--- src/rtl/opcode_tail_regs.vh ---
`ifndef OPCODE_TAIL_REGS_VH
`define OPCODE_TAIL_REGS_VH

// Opcodes handled by this decoder.
`define OP_SOFTWARE_TRAP 8'h83
`define OP_COPY_ACC_TO_INDEX 8'h97
`define OP_COPY_INDEX_TO_ACC 8'h9f
`define OP_TEST_PAGE_ZERO 8'h3d
`define OP_TEST_ACC 8'h4d
`define OP_TEST_INDEX 8'h5d
`define OP_TEST_INDEX_SHORT 8'h6d
`define OP_TEST_INDEX_PLAIN 8'h7d
`define OP_WAIT 8'h8f

// Bit positions inside the flag register.
`define FLAG_C 0
`define FLAG_Z 1
`define FLAG_N 2
`define FLAG_I 3
`define FLAG_H 4

// Reset values of the programmer-visible state.
`define RST_PC 16'h0000
`define RST_SP 8'hff
`define RST_ACC 8'h00
`define RST_INDEX 8'h00
`define RST_FLAGS 8'he8
`define STACK_PAGE 8'h00
`define ZERO_PAGE 8'h00

// Total cycles per instruction, the opcode fetch included.
`define CYC_TRAP 4'd10
`define CYC_COPY 4'd2
`define CYC_TEST_PAGE_ZERO 4'd4
`define CYC_TEST_IMPLIED 4'd3
`define CYC_TEST_INDEX_SHORT 4'd5
`define CYC_TEST_INDEX_PLAIN 4'd4
`define CYC_WAIT 4'd2
`define CYC_UNKNOWN 4'd1

// Operand layout modes.
`define MODE_PAGE_ZERO 3'd0
`define MODE_LONG_ADDRESS 3'd1
`define MODE_INDEX_LONG 3'd2
`define MODE_INDEX_SHORT 3'd3
`define MODE_INDEX_PLAIN 3'd4
`define MODE_BIT_BRANCH 3'd5

`endif

--- src/rtl/cpu_opcode_tail_decode.v ---
`include "opcode_tail_regs.vh"

// Notes on behaviour
// RULE1: Trap advances pc, pushes pc low, pc high, index, acc, flags; sets mask.
// RULE2: Trap then loads pc high, pc low from vector; ten cycles, only mask changes.
// RULE3: Copy acc to index takes two cycles, flags unchanged.
// RULE4: Copy index to acc takes two cycles, flags unchanged.
// RULE5: Test byte sets only negative and zero, in five addressing forms.
// RULE6: Test byte cycles: short index 5, plain index 4, implied 3, page zero 4.
// RULE7: Wait halts the cpu clock, clears mask; two cycles, one byte.
// RULE8: Long address operands are high byte then low byte.
// RULE9: Long index offset is high then low byte added to index.
// RULE10: Short index offset is one unsigned byte added to index.
// RULE11: Bit-test-branch carries page-zero address then signed relative offset.
// RULE12: Trap vector address pair is fixed by core configuration parameters.
module cpu_opcode_tail_decode #(
  parameter [15:0] TRAP_VECTOR_HIGH_ADDR = 16'hfff0, // Plain default, set by the core.
  parameter [15:0] TRAP_VECTOR_LOW_ADDR = 16'hfff1   // Plain default, set by the core.
) (
  input wire clock_in,                 // Core clock.
  input wire rst_n_in,                 // Asynchronous reset, active low.
  input wire start_in,                 // Opcode fetched, begin execution.
  input wire [7:0] opcode_in,          // Opcode byte.
  input wire [15:0] pc_in,             // Address of the opcode.
  input wire [7:0] sp_in,              // Stack pointer.
  input wire [7:0] acc_in,             // Accumulator.
  input wire [7:0] index_in,           // Index register.
  input wire [7:0] flags_in,           // Flag register.
  input wire [7:0] mem_rdata_in,       // Read data, valid while the read strobe is high.
  input wire wake_in,                  // Interrupt request ending the halt.
  input wire [2:0] layout_mode_in,     // Operand layout mode for address forming.
  input wire [7:0] layout_first_in,    // First operand byte.
  input wire [7:0] layout_second_in,   // Second operand byte.
  input wire [15:0] layout_next_pc_in, // Address of the next instruction.
  output reg busy_out,                 // Instruction in progress or halted.
  output reg done_out,                 // One-cycle pulse, results valid.
  output reg unknown_out,              // Pulse with done for an opcode not handled here.
  output reg [15:0] pc_out,            // New program counter.
  output reg [7:0] sp_out,             // New stack pointer.
  output reg [7:0] acc_out,            // New accumulator.
  output reg [7:0] index_out,          // New index register.
  output reg [7:0] flags_out,          // New flag register.
  output reg [15:0] mem_addr_out,      // Memory address.
  output reg [7:0] mem_wdata_out,      // Memory write data.
  output reg mem_rd_out,               // Read strobe.
  output reg mem_wr_out,               // Write strobe.
  output reg clock_halt_out,           // Holds the cpu clock stopped.
  output reg [15:0] layout_addr_out,   // Registered effective address.
  output reg [15:0] layout_target_out  // Registered branch target.
);

  localparam [2:0] ST_IDLE = 3'b001;
  localparam [2:0] ST_EXEC = 3'b010;
  localparam [2:0] ST_HALT = 3'b100;

  reg [2:0] state;
  reg [3:0] step;
  reg [3:0] last_step;
  reg [7:0] op;
  reg [7:0] operand;
  reg [7:0] test_value;
  reg [7:0] vec_high;
  reg [2:0] ea_mode;
  wire [15:0] ea;
  wire [15:0] layout_addr;
  wire [15:0] layout_target;

  // Total cycles for each opcode; anything else finishes at once.
  function [3:0] cycles_of;
    input [7:0] code;
    begin
      case (code)
        `OP_SOFTWARE_TRAP: cycles_of = `CYC_TRAP;
        `OP_COPY_ACC_TO_INDEX: cycles_of = `CYC_COPY;
        `OP_COPY_INDEX_TO_ACC: cycles_of = `CYC_COPY;
        `OP_TEST_PAGE_ZERO: cycles_of = `CYC_TEST_PAGE_ZERO;
        `OP_TEST_ACC: cycles_of = `CYC_TEST_IMPLIED;
        `OP_TEST_INDEX: cycles_of = `CYC_TEST_IMPLIED;
        `OP_TEST_INDEX_SHORT: cycles_of = `CYC_TEST_INDEX_SHORT;
        `OP_TEST_INDEX_PLAIN: cycles_of = `CYC_TEST_INDEX_PLAIN;
        `OP_WAIT: cycles_of = `CYC_WAIT;
        default: cycles_of = `CYC_UNKNOWN;
      endcase
    end
  endfunction

  // Negative and zero from a byte; the other flags pass through.
  function [7:0] test_flags;
    input [7:0] flags;
    input [7:0] value;
    reg [7:0] f;
    begin
      f = flags;
      f[`FLAG_N] = value[7];
      f[`FLAG_Z] = (value == 8'h00);
      test_flags = f;
    end
  endfunction

  // Operand address for the memory forms of test byte.
  always @*
  begin
    case (op)
      `OP_TEST_PAGE_ZERO: ea_mode = `MODE_PAGE_ZERO;
      `OP_TEST_INDEX_SHORT: ea_mode = `MODE_INDEX_SHORT;
      default: ea_mode = `MODE_INDEX_PLAIN;
    endcase
  end

  operand_addr_former u_test_addr (
    .mode_in(ea_mode),
    .first_byte_in(operand),
    .second_byte_in(8'h00),
    .index_in(index_out),
    .next_pc_in(pc_out),
    .addr_out(ea),
    .target_out()
  );

  // Shared address former for the rest of the core, kept off the sequencer.
  operand_addr_former u_layout_addr (
    .mode_in(layout_mode_in),
    .first_byte_in(layout_first_in),
    .second_byte_in(layout_second_in),
    .index_in(index_in),
    .next_pc_in(layout_next_pc_in),
    .addr_out(layout_addr),
    .target_out(layout_target)
  );

  // Registered so every output comes from a flip-flop; one cycle of latency.
  always @(posedge clock_in or negedge rst_n_in)
  begin
    if (!rst_n_in)
    begin
      layout_addr_out <= 16'h0000;
      layout_target_out <= 16'h0000;
    end
    else
    begin
      layout_addr_out <= layout_addr;
      layout_target_out <= layout_target;
    end
  end

  // Sequencer: one step per clock, results published on the last step.
  always @(posedge clock_in or negedge rst_n_in)
  begin
    if (!rst_n_in)
    begin
      state <= ST_IDLE;
      step <= 4'd0;
      last_step <= 4'd0;
      op <= 8'h00;
      operand <= 8'h00;
      test_value <= 8'h00;
      vec_high <= 8'h00;
      busy_out <= 1'b0;
      done_out <= 1'b0;
      unknown_out <= 1'b0;
      pc_out <= `RST_PC;
      sp_out <= `RST_SP;
      acc_out <= `RST_ACC;
      index_out <= `RST_INDEX;
      flags_out <= `RST_FLAGS;
      mem_addr_out <= 16'h0000;
      mem_wdata_out <= 8'h00;
      mem_rd_out <= 1'b0;
      mem_wr_out <= 1'b0;
      clock_halt_out <= 1'b0;
    end
    else
    begin
      done_out <= 1'b0;
      unknown_out <= 1'b0;
      mem_rd_out <= 1'b0;
      mem_wr_out <= 1'b0;
      case (state)
        ST_IDLE:
        begin
          if (start_in)
          begin
            // Working copies; a new opcode is ignored while busy.
            op <= opcode_in;
            pc_out <= pc_in;
            sp_out <= sp_in;
            acc_out <= acc_in;
            index_out <= index_in;
            flags_out <= flags_in;
            step <= 4'd0;
            last_step <= cycles_of(opcode_in) - 4'd1;
            busy_out <= 1'b1;
            state <= ST_EXEC;
          end
        end
        ST_EXEC:
        begin
          step <= step + 4'd1;
          case (op)
            `OP_SOFTWARE_TRAP:
            begin
              // RULE1: push order and decrement
              case (step)
                4'd0:
                begin
                  mem_addr_out <= {`STACK_PAGE, sp_out};
                  mem_wdata_out <= pc_out[7:0] + 8'h01;
                  mem_wr_out <= 1'b1;
                  pc_out <= pc_out + 16'h0001;
                  sp_out <= sp_out - 8'h01;
                end
                4'd1:
                begin
                  mem_addr_out <= {`STACK_PAGE, sp_out};
                  mem_wdata_out <= pc_out[15:8];
                  mem_wr_out <= 1'b1;
                  sp_out <= sp_out - 8'h01;
                end
                4'd2:
                begin
                  mem_addr_out <= {`STACK_PAGE, sp_out};
                  mem_wdata_out <= index_out;
                  mem_wr_out <= 1'b1;
                  sp_out <= sp_out - 8'h01;
                end
                4'd3:
                begin
                  mem_addr_out <= {`STACK_PAGE, sp_out};
                  mem_wdata_out <= acc_out;
                  mem_wr_out <= 1'b1;
                  sp_out <= sp_out - 8'h01;
                end
                4'd4:
                begin
                  // The flags go out before the mask is set.
                  mem_addr_out <= {`STACK_PAGE, sp_out};
                  mem_wdata_out <= flags_out;
                  mem_wr_out <= 1'b1;
                  sp_out <= sp_out - 8'h01;
                  flags_out[`FLAG_I] <= 1'b1;
                end
                4'd5:
                begin
                  // RULE12: fixed vector pair
                  mem_addr_out <= TRAP_VECTOR_HIGH_ADDR;
                  mem_rd_out <= 1'b1;
                end
                4'd6:
                begin
                  // RULE2: high byte first
                  vec_high <= mem_rdata_in;
                  mem_addr_out <= TRAP_VECTOR_LOW_ADDR;
                  mem_rd_out <= 1'b1;
                end
                4'd7: pc_out <= {vec_high, mem_rdata_in};
                default: ;
              endcase
            end
            `OP_COPY_ACC_TO_INDEX:
            begin
              // RULE3: acc into index
              if (step == last_step)
                index_out <= acc_out;
            end
            `OP_COPY_INDEX_TO_ACC:
            begin
              // RULE4: index into acc
              if (step == last_step)
                acc_out <= index_out;
            end
            `OP_TEST_ACC, `OP_TEST_INDEX:
            begin
              // RULE5: implied forms
              if (step == 4'd0)
                test_value <= (op == `OP_TEST_ACC) ? acc_out : index_out;
            end
            `OP_TEST_PAGE_ZERO, `OP_TEST_INDEX_SHORT, `OP_TEST_INDEX_PLAIN:
            begin
              // RULE6: fetch operand byte if any, then the memory byte
              if (step == 4'd0 && op != `OP_TEST_INDEX_PLAIN)
              begin
                mem_addr_out <= pc_out + 16'h0001;
                mem_rd_out <= 1'b1;
              end
              else if (step == 4'd0 || (step == 4'd1 && op == `OP_TEST_PAGE_ZERO)
                       || (step == 4'd2 && op == `OP_TEST_INDEX_SHORT))
              begin
                mem_addr_out <= (op == `OP_TEST_PAGE_ZERO) ?
                                {`ZERO_PAGE, mem_rdata_in} : ea;
                mem_rd_out <= 1'b1;
              end
              else if (step == 4'd1 && op == `OP_TEST_INDEX_SHORT)
                operand <= mem_rdata_in;
              else if (mem_rd_out)
                test_value <= mem_rdata_in;
            end
            default: ;
          endcase
          if (step == last_step)
          begin
            done_out <= 1'b1;
            unknown_out <= (cycles_of(op) == `CYC_UNKNOWN);
            busy_out <= 1'b0;
            state <= ST_IDLE;
            case (op)
              `OP_TEST_PAGE_ZERO, `OP_TEST_INDEX_SHORT:
              begin
                // RULE5: only negative and zero
                flags_out <= test_flags(flags_out, test_value);
                pc_out <= pc_out + 16'h0002;
              end
              `OP_TEST_ACC, `OP_TEST_INDEX, `OP_TEST_INDEX_PLAIN:
              begin
                flags_out <= test_flags(flags_out, test_value);
                pc_out <= pc_out + 16'h0001;
              end
              `OP_COPY_ACC_TO_INDEX, `OP_COPY_INDEX_TO_ACC:
                pc_out <= pc_out + 16'h0001;
              `OP_WAIT:
              begin
                // RULE7: clear mask, stop clock
                flags_out[`FLAG_I] <= 1'b0;
                pc_out <= pc_out + 16'h0001;
                clock_halt_out <= 1'b1;
                busy_out <= 1'b1;
                state <= ST_HALT;
              end
              `OP_SOFTWARE_TRAP: ;
              default: pc_out <= pc_out;
            endcase
          end
        end
        ST_HALT:
        begin
          // An interrupt request restarts the clock; the core then services it.
          if (wake_in)
          begin
            clock_halt_out <= 1'b0;
            busy_out <= 1'b0;
            state <= ST_IDLE;
          end
        end
        default: state <= ST_IDLE;
      endcase
    end
  end

endmodule

--- src/rtl/operand_addr_former.v ---
`include "opcode_tail_regs.vh"

module operand_addr_former (
  input wire [2:0] mode_in,        // Operand layout mode.
  input wire [7:0] first_byte_in,  // First operand byte after the opcode.
  input wire [7:0] second_byte_in, // Second operand byte, if any.
  input wire [7:0] index_in,       // Index register.
  input wire [15:0] next_pc_in,    // Address of the following instruction.
  output reg [15:0] addr_out,      // Effective operand address.
  output reg [15:0] target_out     // Branch target for bit-test-and-branch.
);

  // The address is pure combinational; the caller registers it.
  always @*
  begin
    target_out = next_pc_in;
    case (mode_in)
      `MODE_PAGE_ZERO: addr_out = {`ZERO_PAGE, first_byte_in};
      // RULE8: high then low
      `MODE_LONG_ADDRESS: addr_out = {first_byte_in, second_byte_in};
      // RULE9: long offset sum
      `MODE_INDEX_LONG: addr_out = {first_byte_in, second_byte_in} + {8'h00, index_in};
      // RULE10: unsigned short offset
      `MODE_INDEX_SHORT: addr_out = {8'h00, first_byte_in} + {8'h00, index_in};
      `MODE_INDEX_PLAIN: addr_out = {8'h00, index_in};
      `MODE_BIT_BRANCH:
      begin
        // RULE11: address then offset
        addr_out = {`ZERO_PAGE, first_byte_in};
        target_out = next_pc_in + {{8{second_byte_in[7]}}, second_byte_in};
      end
      default: addr_out = 16'h0000;
    endcase
  end

endmodule

--- config.mk ---
export PLATFORM = sky130hd
export DESIGN_NAME = cpu_opcode_tail_decode
export DESIGN_NICKNAME = d
export VERILOG_FILES = /design/src/rtl/cpu_opcode_tail_decode.v /design/src/rtl/operand_addr_former.v
export VERILOG_INCLUDE_DIRS = /design/src /design/src/rtl
export SDC_FILE = /design/constraint.sdc
export NUM_CORES = 1
export LEC_CHECK = 0
export BUFFER_PORTS_ARGS = -buffer_cell sky130_fd_sc_hd__buf_2
export CAP_MARGIN = 20
export CORE_MARGIN = 2
export CORE_UTILIZATION = 57
export DETAILED_ROUTE_END_ITERATION = 12
export PLACE_DENSITY = 0.91
export SETUP_SLACK_MARGIN = 0.3
export SYNTH_ARGS = -nofsm -noshare
export SYNTH_HDL_FRONTEND = slang
export SYNTH_SLANG_ARGS = --single-unit
--- constraint.sdc ---
create_clock -name clock_in -period 2.6 [get_ports clock_in]
set_input_delay 0.26 -clock clock_in [delete_from_list [all_inputs] [get_ports clock_in]]
set_output_delay 0.26 -clock clock_in [all_outputs]
set_load 0.05 [all_outputs]
==> flow_metrics.py <==
metrics = {
    "finish": {
        "nFillCells": 1342,
        "most-common-layout-cells": "buf_2 (212), nand2_1 (185), dfrtp_1 (126)",
        "diodes": 0,
        "fin_area_um2": 13900,
        "layout.nets": 1726,
        "drive_above_1_share": 0.315,
        "areaGrowthSynthToFinish_pct": 27.0,
        "multiInputGateArea_um2": 7060,
        "final_common_cell": "buf_2",
        "ff_latch_area_um2": 3860,
    },
    "power_and_ir_drop": {
        "combPwrFrac": 0.579,
        "power.share.sequential": 0.258,
        "p_sw_mw": 7.96,
        "switching_share": 0.517,
        "vdd_drop_max_v": 0.000695,
        "power_frac_clock": 0.162,
        "p_int_mw": 7.42,
        "p_leak_nw": 6.42,
        "cellPowerDensity_nw_per_um2": 1100,
    },
    "logic_synthesis": {
        "synth_area_leaders": "dfrtp_1 (32%), nand2_1 (6.5%), o21ai_0 (6.2%)",
        "synth_top_area_share": 0.319,
        "synth_area_leader_cell": "dfrtp_1",
        "ys.warnings.count": 0,
        "ys.flop_type": "dfrtp_1",
        "ys_ff_latch": 153,
        "synth_edf_count": 0,
        "syn_avg_cell_area_um2": 8.37,
        "syn_inst": 1312,
        "yosysSeqAreaShare": 0.350,
        "async_flop_share": 1.00,
        "syn_nets": 1466,
        "syn_area_um2": 11000,
        "yosysUniqueCellTypes": 90,
    },
    "place": {
        "port_buffers": 212,
        "hpwl_mm": 30.0,
        "place.gp.congestion": 0.992,
        "placed_cell_area_um2": 12700,
        "pre_cts_slack_ps": 13.2,
    },
    "outcome": {
        "outcome": "finished, final reports clean",
    },
    "timing": {
        "setup-tns-final_ps": 0,
        "maxSlewHeadroom": 0.585,
        "fin_crit_sh": 0.893,
        "hold_violations": 0,
        "fmax_mhz": 431,
        "final-setup-viol-count": 0,
        "setup_slack_ps": 278,
        "final_max_slew_viol_count": 0,
        "rsz0062_at_grt": "true",
        "worst_slew_pin_slew_ps": 623,
        "fin_worst_skew_ps": 9.20,
        "fin_crit_ps": 2320,
    },
    "worst_setup_path": {
        "crit_chain": "xor2_1 -> nor4_4 -> nand2_2 -> buf_6 -> o41ai_4 -> buf_6 -> nor2_2 -> a31oi_1",
        "cp_slowest_stage_delay_ps": 460,
        "cp_data_arrival_time_ps": 2670,
        "critical_path.most_common_cell": "buf_6",
        "cp-end-kind": "register",
        "start_kind": "register",
        "cp_data_required_time_ps": 2950,
        "crit_slowest_cell": "dfrtp_1",
        "critical_path_class": "reg -> reg",
        "crit_fanout": 8,
    },
    "floorplanning": {
        "die-height_um": 143,
        "core-area_um2": 18800,
        "pin_count": 213,
        "rows": 50,
        "start_util": 0.583,
        "dieArea_um2": 20400,
        "dieWidth_um": 143,
    },
    "drt": {
        "totalWireLength_mm": 42.2,
        "first_iter_violations": 1650,
        "vias": 12162,
        "drc_errors": 0,
        "routedWlPerCell_um": 22.8,
        "first_pass_iters": 9,
        "viasPerCell": 6.59,
        "ant_nets": 0,
    },
    "global_route": {
        "track_usage": 0.397,
        "antenna_found_initial": 0,
        "grt_pass1_wl_mm": 62.2,
        "overflow": 0,
        "grt_max_degree": 69,
        "first_global_vias": 11300,
    },
    "clock_tree": {
        "htree_levels": 4,
        "cts_sinks": 153,
        "cts-root-buf": "clkbuf_16",
        "numCtsBuffers": 17,
        "cts_buffer_depth": 2,
        "path_clk_slew_ps": 70,
        "clock_latency_ps": 440,
        "cts_tree": "done",
    },
    "job": {
        "drv_cap": 0,
    },
    "worst_hold_path": {
        "hp-class": "in -> reg",
    },
}
## registers in the layout (all words and copies together), names as in the netlist, 4 cells and up
register	cells
layout_addr_out	16
layout_target_out	16
sp_out	8
vec_high	8
op	8
operand	8
last_step	4
flags_out	8
index_out	8
step	4
mem_wdata_out	8
mem_addr_out	16
acc_out	8
test_value	8
pc_out	16
## kinds of logic (layout without fill, tap and decap cells)
kind of cell | Yosys count | count (layout) | share of synthesized area
adders and majority gates | 51 | 51 | 0.0608
DFF | 153 | 153 | 0.350
xor gates and xnor gates | 49 | 49 | 0.0391
and+or+nand+nor | 451 | 452 | 0.194
muxes | 56 | 56 | 0.0557
AOI/OAI and AO/OA | 431 | 431 | 0.254
buffers and inverters | 121 | 393 | 0.0460
## worst max-delay path: cells and delay by family, from the launching register on
family,cells,cell delay [ps]
XOR/XNOR,1,250
AND/OR/NAND/NOR,3,550
AO/OA/AOI/OAI,2,590
flip-flops,1,460
buffers and inverters,2,380
## through the flow
stage	instances	hold WS [ps]	utilization	total power, mW
floorplan	1312	-35.6	-	8.89
global placement	1791	242	0.676	11.6
detailed placement	1791	244	0.676	11.7
CTS	1829	0.240	0.715	14.4
global route	1845	6.17	0.741	15.9
finish	1845	0.0960	0.741	15.4
## layout make-up
cell class                 count  area share
clock buffer                  20      0.0327
clock inverter                12     0.00834
inverter                      37      0.0103
multi-input combinational   1039       0.507
sequential                   153       0.277
tap                          260      0.0233
timing repair buffer         324       0.142
## final timing paths
path | start | end | slack, ps | cells after the start
worst min-delay path | flags_in[7] | flags_out[7] | 0.1 | 3
worst min register to register | mem_addr_out[15] | mem_addr_out[15] | 490 | 2
max in group asynchronous | rst_n_in | index_out[0] | 1350 | 3
worst max-delay path | step[2] | index_out[3] | 280 | 8
min in group asynchronous | rst_n_in | done_out | 330 | 2
worst max register to register | step[2] | index_out[3] | 280 | 8
## cells in the mapped netlist, drive strengths merged, types with 19 or more instances
cell type  number
buf            23
mux2           31
ha             47
nand2         191
inv            37
o21ai         141
a31oi          25
o22ai          19
a21oi          83
xor2           29
clkbuf         61
dfrtp         140
nor3           38
mux2i          25
nor2           92
nand3          30
xnor2          20
## power groups by stage
| stage | Clock, mW | Combinational (mW) | Sequential [mW] |
|---|---|---|---|
| after global placement | 0 | 7.69 | 3.88 |
| after floorplan | 0 | 3.74 | 5.15 |
| after CTS | 2.48 | 8.03 | 3.87 |
| after detailed placement | 0 | 7.81 | 3.89 |
| final | 2.50 | 8.91 | 3.97 |
| after global routing | 2.58 | 9.33 | 4.01 |
## routing by layer
metal | global-route usage | up-vias | wire [um]
met2 | 0.649 | 911 | 19500
met5 | 0 | - | 0
met3 | 0.0748 | 225 | 4470
li1 | - | 5324 | -
met4 | 0.216 | 0 | 2690
met1 | 0.499 | 5702 | 15500
## timing repair
item                                   4_1_cts  5_1_grt
hold buffers                                 1        0
setup buffers                                5       14
setup endpoints to repair                   69       79
gates cloned                                 0        2
pin swaps                                    5       21
endpoints found under the hold margin       42        0
gates resized for setup                     26       95
Note: power is estimated with default switching activity, not from simulation.
